## src/scs_pkg.sv

```systemverilog
// Package of constants for the stepper command sequencer
// Behaviour
// - Fetch commands from a fixed start address, one after another, ascending.
// - Each command is one 16-bit word; opcode sits in bits 15..12.
// - Opcode F steps clockwise, B steps counter-clockwise, count steps each.
// - Opcode D waits as long as stepping would, coils held still.
// - Opcode E ends the program and returns control to the host.
// - Continue opcode restarts fetching at the first word of the list.
// - Speed selector in bits 11..8; 0 slowest, F fastest.
// - Step count in bits 7..0, zero through 255.
// - Motor driven through exactly four coil lines, two per coil.
// - Motion only by walking a repeating coil pattern, one position per step.
// - Each step reverses current in one stator set only.
// - Finish each command's behaviour before fetching the next word.
// - Full-step: both coils energised, alternate coil reversed, four positions.
// - Counter-clockwise walks the same pattern in reverse order.
package scs_pkg;
	localparam logic [23:0] SCS_LIST_BASE = 24'h000A00;
	localparam int SCS_OP_MSB = 15;
	localparam int SCS_OP_LSB = 12;
	localparam int SCS_SPD_MSB = 11;
	localparam int SCS_SPD_LSB = 8;
	localparam int SCS_CNT_MSB = 7;
	localparam int SCS_CNT_LSB = 0;
	localparam logic [3:0] SCS_OP_CW = 4'hF;
	localparam logic [3:0] SCS_OP_CCW = 4'hB;
	localparam logic [3:0] SCS_OP_DELAY = 4'hD;
	localparam logic [3:0] SCS_OP_END = 4'hE;
	localparam logic [3:0] SCS_OP_CONT = 4'hC;
	localparam int SCS_CLK_HZ = 25000000;
	localparam int SCS_BASE_US = 1000;
	localparam int SCS_BASE_CYC = SCS_CLK_HZ / 1000000 * SCS_BASE_US;
	localparam logic [1:0] SCS_PHASE_RST = 2'h0;
	localparam logic [3:0] SCS_COIL_RST = 4'h0;
endpackage

```

## src/scs_step_timer.sv

```systemverilog
// Step interval timer: one-cycle tick every step period chosen by speed
`timescale 1ns/10ps
`default_nettype none
module scs_step_timer
	import scs_pkg::*;
#(
	parameter int BASE_CYC = SCS_BASE_CYC
) (
	// Clock and reset
	input wire logic i_clk,
	input wire logic i_rst,
	// Control
	input wire logic i_run,
	input wire logic [3:0] i_speed,
	// Tick
	output logic o_tick
);
	logic [31:0] cnt_q;
	logic [31:0] limit;

	// Interval is base times (17 - speed): speed 0 is 17 units, F is 2 units
	always_comb begin
		limit = 32'(BASE_CYC) * (32'd17 - {28'h0, i_speed});
	end

	always_ff @(posedge i_clk) begin
		if (i_rst || !i_run) begin
			cnt_q <= 32'h0;
		end else if (cnt_q >= limit - 32'd1) begin
			cnt_q <= 32'h0;
		end else begin
			cnt_q <= cnt_q + 32'd1;
		end
	end

	assign o_tick = i_run && (cnt_q >= limit - 32'd1);
endmodule
`default_nettype wire

```

## src/scs_sequencer.sv

```systemverilog
// Stepper command sequencer: fetches command words and drives four coil lines
`timescale 1ns/10ps
`default_nettype none
module scs_sequencer
	import scs_pkg::*;
#(
	parameter int BASE_CYC = SCS_BASE_CYC,
	parameter int ADDR_W = 24
) (
	// Clock and reset
	input wire logic i_clk,
	input wire logic i_rst,
	// Host control
	input wire logic i_start,
	output logic o_busy,
	output logic o_done,
	// Command memory read port
	output logic o_rd_req,
	output logic [ADDR_W-1:0] o_rd_addr,
	input wire logic i_rd_valid,
	input wire logic [15:0] i_rd_data,
	// Coil drive lines
	output logic [3:0] o_coil
);
	typedef enum logic [3:0] {
		SCS_IDLE = 4'b0001,
		SCS_FETCH = 4'b0010,
		SCS_WAIT = 4'b0100,
		SCS_RUN = 4'b1000
	} scs_state_e;

	scs_state_e state_q;
	logic [ADDR_W-1:0] addr_q;
	logic [3:0] op_q;
	logic [3:0] speed_q;
	logic [7:0] left_q;
	logic [1:0] phase_q;
	logic [3:0] coil_q;
	logic done_q;
	logic tick;
	logic [3:0] new_op;
	logic [7:0] new_cnt;

	// Full-step two-phase-on table; neighbours differ in one coil pair only
	function automatic logic [3:0] coil_pattern(input logic [1:0] ph);
		unique case (ph)
			2'd0: coil_pattern = 4'b1010;
			2'd1: coil_pattern = 4'b0110;
			2'd2: coil_pattern = 4'b0101;
			2'd3: coil_pattern = 4'b1001;
		endcase
	endfunction

	assign new_op = i_rd_data[SCS_OP_MSB:SCS_OP_LSB];
	assign new_cnt = i_rd_data[SCS_CNT_MSB:SCS_CNT_LSB];

	scs_step_timer #(
		.BASE_CYC(BASE_CYC)
	) u_timer (
		.i_clk(i_clk),
		.i_rst(i_rst),
		.i_run(state_q == SCS_RUN),
		.i_speed(speed_q),
		.o_tick(tick)
	);

	// Command flow
	always_ff @(posedge i_clk) begin
		if (i_rst) begin
			state_q <= SCS_IDLE;
			addr_q <= '0;
			op_q <= 4'h0;
			speed_q <= 4'h0;
			left_q <= 8'h0;
			done_q <= 1'b0;
		end else begin
			done_q <= 1'b0;
			unique case (state_q)
				SCS_IDLE: begin
					if (i_start) begin
						addr_q <= SCS_LIST_BASE[ADDR_W-1:0];
						state_q <= SCS_FETCH;
					end
				end
				SCS_FETCH: begin
					state_q <= SCS_WAIT;
				end
				SCS_WAIT: begin
					if (i_rd_valid) begin
						op_q <= new_op;
						speed_q <= i_rd_data[SCS_SPD_MSB:SCS_SPD_LSB];
						left_q <= new_cnt;
						if (new_op == SCS_OP_CONT) begin
							addr_q <= SCS_LIST_BASE[ADDR_W-1:0];
							state_q <= SCS_FETCH;
						end else if (new_op == SCS_OP_CW || new_op == SCS_OP_CCW ||
							new_op == SCS_OP_DELAY) begin
							addr_q <= addr_q + ADDR_W'(2);
							state_q <= (new_cnt == 8'h0) ? SCS_FETCH : SCS_RUN;
						end else begin
							state_q <= SCS_IDLE;
							done_q <= 1'b1;
						end
					end
				end
				SCS_RUN: begin
					if (tick) begin
						left_q <= left_q - 8'h1;
						if (left_q == 8'h1) begin
							state_q <= SCS_FETCH;
						end
					end
				end
				default: state_q <= SCS_IDLE;
			endcase
		end
	end

	// Coil phase; delay commands let time pass without moving
	always_ff @(posedge i_clk) begin
		if (i_rst) begin
			phase_q <= SCS_PHASE_RST;
		end else if (state_q == SCS_RUN && tick) begin
			if (op_q == SCS_OP_CW) begin
				phase_q <= phase_q + 2'd1;
			end else if (op_q == SCS_OP_CCW) begin
				phase_q <= phase_q - 2'd1;
			end
		end
	end

	// Coils stay off until the first program starts, then hold position
	always_ff @(posedge i_clk) begin
		if (i_rst) begin
			coil_q <= SCS_COIL_RST;
		end else if (state_q != SCS_IDLE) begin
			coil_q <= coil_pattern(phase_q);
		end
	end

	assign o_coil = coil_q;
	assign o_busy = (state_q != SCS_IDLE);
	assign o_done = done_q;
	assign o_rd_req = (state_q == SCS_FETCH);
	assign o_rd_addr = addr_q;
endmodule
`default_nettype wire

```

## config.mk

```make
export PLATFORM = sky130hd
export DESIGN_NAME = scs_sequencer
export DESIGN_NICKNAME = d
export VERILOG_FILES = /design/src/scs_pkg.sv /design/src/scs_step_timer.sv /design/src/scs_sequencer.sv
export SDC_FILE = /design/constraint.sdc
export NUM_CORES = 1
export LEC_CHECK = 0
export BUFFER_PORTS_ARGS = -buffer_cell sky130_fd_sc_hd__buf_2
export CORE_MARGIN = 1.5
export CORE_UTILIZATION = 40
export DETAILED_ROUTE_END_ITERATION = 10
export GPL_TIMING_DRIVEN = 0
export PLACE_DENSITY = 0.56
export SYNTH_ARGS = -nofsm -noshare
export SYNTH_HDL_FRONTEND = slang
export SYNTH_SLANG_ARGS = --single-unit
```

## constraint.sdc

```tcl
create_clock -name i_clk -period 8.4 [get_ports i_clk]
set_input_delay 0 -clock i_clk [delete_from_list [all_inputs] [get_ports i_clk]]
set_output_delay 0 -clock i_clk [all_outputs]
set_load 0.005 [all_outputs]
```

# Word-level counts from Yosys, hierarchy flattened
# Cells that the tools add are included.
[word_totals]
output_inout_bits = 31
elab_cells = 78
input_bits = 20
reg_bits = 83
[classes]
n_eq_ne = 20
n_mux = 20
mul = 1
reduce_logical = 18
n_bitwise = 2
n_addsub = 7
magnitude_cmp = 1
[ops]
columns = ["op", "count"]
rows = [
  ["24-bit two-way mux", 4],
  ["24-bit case mux with 2 select lines", 1],
  ["32-bit by 1-bit adder with 32-bit output, second input constant", 1],
  ["32-bit >= comparator", 1],
  ["12-bit by 32-bit multiplier with 29-bit output, first input constant", 1],
  ["4-bit case mux with 4 select lines", 2],
  ["32-bit by 1-bit subtractor with 32-bit output, second input constant", 1],
  ["4-bit == test, second input constant", 7],
  ["4-bit two-way mux", 7],
  ["24-bit by 2-bit adder with 24-bit output, second input constant", 1],
  ["8-bit two-way mux", 2],
  ["8-bit case mux with 2 select lines", 1],
  ["8-bit by 1-bit == test with 1-bit output, second input constant", 1],
  ["8-bit logical NOT", 1],
  ["2-bit inequality test, second input constant", 4],
  ["4-bit AND reduction", 2],
  ["8-bit by 1-bit subtractor with 8-bit output, second input constant", 1],
  ["2-bit nonzero test", 3],
  ["5-bit by 4-bit subtractor with 6-bit output, first input constant", 1],
  ["2-bit == test, second input constant", 2],
  ["4-bit by 1-bit == test with 1-bit output, second input constant", 1],
  ["4-bit by 2-bit == test with 1-bit output, second input constant", 1],
  ["4-bit by 3-bit == test with 1-bit output, second input constant", 1],
  ["2-bit two-way mux", 2],
  ["15 further kinds", 20],
]

# Logic depth before layout (Yosys ltp)
[depth]
ltp_word = 7
ltp_mapped = 28
mapped_depth_nobuf = 26

# Hierarchy
# Synthesis repeated with hierarchy kept, for this count alone.
[hier_totals]
hier_cells = 768
hier_area_um2 = 6209.7
[modules_own_cells]
columns = ["module", "seq_area_each_um2", "n_inst", "area_per_inst_um2", "cells_per_inst"]
rows = [
  ["scs_step_timer", 640.6, 1, 3523.4, 426],
  ["scs_sequencer", 1001.0, 1, 2686.3, 342],
]

# Least setup slack after synthesis
# OpenSTA, ideal clock, no wires.
[synth_path]
path_type = "reg-to-reg"
from = "register speed_q[1]"
to = "register u_timer.cnt_q[23]"
synth_period_minus_slack_ns = 6.253
t_arrival_ns = 6.125
required_ns = 8.272
path_stages_with_launch = 26
path_buffers = 2
path_slack_ns = 2.147
setup_time_ns = 0.128
path_cell_list = "dfxtp_1 -> inv_1 -> ha_1 -> ha_1 -> ha_1 -> ha_1 -> inv_1 -> fa_1 -> inv_1 -> ha_1 -> fa_1 -> a211oi_1 -> o21ai_0 -> a21o_1 -> nor4_1 -> a211o_1 -> clkbuf_1 -> nand3_1 -> ha_1 -> nand4_1 -> nor4_1 -> a21boi_0 -> or2_2 -> nand2b_1 -> clkbuf_1 -> nor2_1"
[synth_between]
elab_chain_cells = 5
[synth_lines]
columns = ["element", "line_no", "source"]
rows = [
  ["start, declared", "scs_sequencer.sv:35", "logic [3:0] speed_q;"],
  ["start signal, assigned", "scs_sequencer.sv:91", "speed_q <= i_rd_data[SCS_SPD_MSB:SCS_SPD_LSB];"],
  ["5-bit by 4-bit subtractor with 6-bit output", "scs_step_timer.sv:23", "limit = 32'(BASE_CYC) * (32'd17 - {28'h0, i_speed});"],
  ["12-bit by 32-bit multiplier with 29-bit output", "scs_step_timer.sv:23", ""],
  ["32-bit by 1-bit subtractor with 32-bit output", "scs_step_timer.sv:29", "end else if (cnt_q >= limit - 32'd1) begin"],
  ["32-bit >= comparator", "scs_step_timer.sv:29", ""],
  ["2-bit OR reduction (no line)", "n/a", ""],
  ["end signal, assigned", "scs_step_timer.sv:32", "cnt_q <= cnt_q + 32'd1;"],
  ["end, declared", "scs_step_timer.sv:18", "logic [31:0] cnt_q;"],
]
# No other way between the ends.
# A chain may end at the register's enable or synchronous reset.

# Final worst setup path
[layout_path]
from = "register speed_q[1]"
to = "register u_timer.cnt_q[29]"
# Same word-level chain as after synthesis.

==> flow_summary.yaml <==
run_status:
  status: "finished clean"
cells_and_area:
  final_instance_area_mm2: 0.006691
  nets: 883
  post_route_cells_drive_above_1_share_pct: 10.66
  area_delta_synth_final_pct: 14.79
  fillerInstances: 1382
  area.sequential_mm2: 0.001642
  n_antenna_cell: 0
  multiInputGateArea_mm2: 0.003969
power:
  p_per_area_mw_per_mm2: 133.1
  report.power.total_mw: 0.8906
  vdd_drop_max_uv: 106.3
  power_leakage_nw: 2.685
synthesis:
  synth_ff_type: "sky130_fd_sc_hd__dfxtp_1"
  synthTopCellsByArea: "sky130_fd_sc_hd__dfxtp_1 28%, sky130_fd_sc_hd__ha_1 17%, sky130_fd_sc_hd__xor2_1 5.7%"
  register_bit_total_from_synthesis: 82
  ys_seq_area_share_pct: 28.16
  netlist.top_cell.by_area: "sky130_fd_sc_hd__dfxtp_1"
  total_nets_after_synthesis: 812
  post-synth-top-area-fraction_pct: 28.16
  edff_count_synth: 0
  yosysWarningCount: 0
  distinct_cells_synth: 61
  synth_area_mm2: 0.005829
  syn_area_per_cell_um2: 8.187
  ys_async_sr_fraction_pct: 0
  syn-instance-count: 712
setup_path:
  critPathMaxFanout: 10
  cp.arrival_ps: 7700
  worst_r2r_path_depth: 25
  crit_type: "reg2reg"
  worstSetupEndpointType: "flip-flop"
  start_kind: "flip-flop"
  largest_stage_delay_worst_path_ps: 530
  worstPathRequired_ps: 8600
  timing.critical_path.from: "speed_q[1]$_SDFFE_PP0P_"
  crit-reg2reg-launch: "speed_q[1]$_SDFFE_PP0P_"
  worst-r2r-setup-slack_ps: 910
  crit_path_top_delay_cell: "sky130_fd_sc_hd__fa_1"
  worst_path_most_repeated_cell: "sky130_fd_sc_hd__ha_1"
  worst_r2r_endpoint: "u_timer.cnt_q[29]$_SDFF_PP0_"
  setup.worst_path.end: "u_timer.cnt_q[29]$_SDFF_PP0_"
sta:
  unrepaired_setup_endpoints_after_global_routing: "false"
  worst_slew_pin_tran_ps: 1017
  setup_tns_ps: 0
  period_share_pct: 89.21
  relSlewSlack_pct: 31.65
  timing_max_transition_violations_final: 0
  report.final.setup_viol: 0
  worst_clock_skew_ps: 16.16
  timing.final.hold_violations: 0
  fin_crit_ps: 7494
  max_freq_mhz: 133.4
  timing.hold.ws_ps: 2.766
drt:
  initialDrtViolationCount: 329
  antenna_left: 0
  remaining_drc_errors: 0
  route.final.wire_length_um: 14210
  avgViaCountPerCell: 5.469
  avgRoutedWirePerCell_um: 14.68
  detailedRoute.firstPassIterationCount: 4
  num_vias: 5294
placed_design:
  place_congestion: 0.8355
  dp_hpwl_um: 11120
  detailed_place.area_mm2: 0.006300
  io_buffers: 49
global_routing:
  grt_antenna_before_repair: 0
  global_route_wire_length_before_repair_um: 23280
  pin_count_of_the_biggest_net_entering_global_routing: 15
  total_congestion_overflow: 0
  grtUsageTotal_pct: 19.20
  first_global_vias: 4911
flow_run:
  cap_violations: 0
cts:
  cts_tree: "done"
  clock_tree.root_cell: "sky130_fd_sc_hd__clkbuf_16"
  post_cts_hold_buffer_count: 11
  worstSkewPairLatency_ps: 350
  cts_max_path_buffers: 2
  ctsResizeCount: 0
  post-cts-setup-buffers: 0
  clkSlewWorstSetupHoldPaths_ps: 70
  clock_sink_count: 82
  cts-htree-levels: 3
  cts-buffers-inserted: 9
floorplan:
  dieWidth_um: 123.7
  effective_utilization_at_floorplan_pct: 41.51
  std_cell_rows: 43
  floorplan.core_area_mm2: 0.01404
  die_y_um: 123.7
  total_die_area_mm2: 0.01531
  design.portCount: 51
worst_hold_path:
  min-delay-path-class: "in2reg"
## logic make-up after synthesis
group	synth area share, %
and+or+nand+nor	24.98
AOI/OAI and AO/OA	14.27
DFF	28.16
adders and majority gates	17.56
xor gates and xnor gates	10.67
buffers and inverters	3.756
muxes	0.5366
other	0.06433
## cell usage after synthesis (all sizes together) (3+ instances only)
library cell / instances
a211oi: 8
a21o: 3
a21oi: 46
a22oi: 5
a31o: 3
a31oi: 4
and2: 6
and3: 11
and4: 3
buf: 5
clkbuf: 19
dfxtp: 82
fa: 3
ha: 77
inv: 27
nand2: 69
nand2b: 5
nand3: 39
nand4: 18
nor2: 85
nor2b: 4
nor3: 22
nor4: 11
nor4b: 5
o21a: 5
o21ai: 23
o311ai: 6
o31ai: 5
or2: 3
or3: 4
or4: 3
xnor2: 33
xor2: 38
## registers in the layout, indices dropped and copies added (netlist names)
register,flops
left_q,8
o_coil,4
o_done,1
o_rd_addr,23
op_q,4
phase_q,2
speed_q,4
state_q,4
u_timer.cnt_q,32
## routing by layer
layer  up-vias  global-route usage (%)  routed length (um)
met4         0                   7.040                 212
met5         -                       0                   0
met3        13                   3.251                 528
met2        90                   32.08                6776
met1      2499                   24.84                6691
li1       2692                       -                   -
## placed cells by master (no fill, tap or decap), types with 4 or more instances in the layout
cell / instances
sky130_fd_sc_hd__nor2_1: 85
sky130_fd_sc_hd__dfxtp_1: 82
sky130_fd_sc_hd__ha_1: 77
sky130_fd_sc_hd__nand2_1: 69
sky130_fd_sc_hd__buf_2: 50
sky130_fd_sc_hd__a21oi_1: 46
sky130_fd_sc_hd__nand3_1: 39
sky130_fd_sc_hd__xor2_1: 38
sky130_fd_sc_hd__xnor2_1: 33
sky130_fd_sc_hd__inv_1: 27
sky130_fd_sc_hd__o21ai_0: 22
sky130_fd_sc_hd__nor3_1: 21
sky130_fd_sc_hd__clkbuf_1: 21
sky130_fd_sc_hd__nand4_1: 18
sky130_fd_sc_hd__and3_1: 11
sky130_fd_sc_hd__dlygate4sd3_1: 11
sky130_fd_sc_hd__nor4_1: 10
sky130_fd_sc_hd__clkbuf_16: 9
sky130_fd_sc_hd__a211oi_1: 8
sky130_fd_sc_hd__and2_1: 6
sky130_fd_sc_hd__o21a_1: 5
sky130_fd_sc_hd__nand2b_1: 5
sky130_fd_sc_hd__o311ai_0: 5
sky130_fd_sc_hd__a22oi_1: 5
sky130_fd_sc_hd__o31ai_1: 5
sky130_fd_sc_hd__nor2b_1: 4
sky130_fd_sc_hd__a31oi_1: 4
## power breakdown
part           internal (mW)  switching (mW)
sequential             0.397         0.00857
combinational         0.0462          0.0628
clock                  0.212           0.164
## how the worst min path moves through the flow
stage             startpoint                 endpoint  depth (start not counted)
6_report             i_start  state_q[0]$_SDFFE_PP1P_                          4
2_1_floorplan  i_rd_data[15]        o_done$_SDFF_PP0_                          1
3_5_place_dp    i_rd_data[8]  speed_q[0]$_SDFFE_PP0P_                          3
5_1_grt              i_start  state_q[0]$_SDFFE_PP1P_                          4
4_1_cts              i_start  state_q[0]$_SDFFE_PP1P_                          4
3_3_place_gp   i_rd_data[11]  speed_q[3]$_SDFFE_PP0P_                          3
## cell type report
class / instances / share of cell area, %
plain buffers: 24 / 1.758
clock inverters: 4 / 0.5236
flip-flops and latches: 82 / 24.53
clock buffers: 12 / 3.684
repair buffers: 60 / 5.310
multi-input cells: 579 / 59.31
well taps: 180 / 3.366
inverters: 27 / 1.515
## per-stage QoR
step / util [%] / instances / worst slack [ps]
finish: 47.65 / 968 / 906.1
global route: 47.65 / 968 / 177.6
CTS: 47.65 / 968 / 722.5
detailed placement: 44.86 / 941 / 756.7
global placement: 44.86 / 941 / 912.5
floorplan: - / 712 / 2147
## critical path, delay by kind of cell (launching register included)
kind                     cells  cell delay [ps]
flip-flops                   1              480
AO/OA/AOI/OAI                5             1470
AND/OR/NAND/NOR              7             1650
adder cells (fa/ha/maj)      8             2700
buffers and inverters        5             1050
Note: power is estimated with default switching activity, not from simulation.
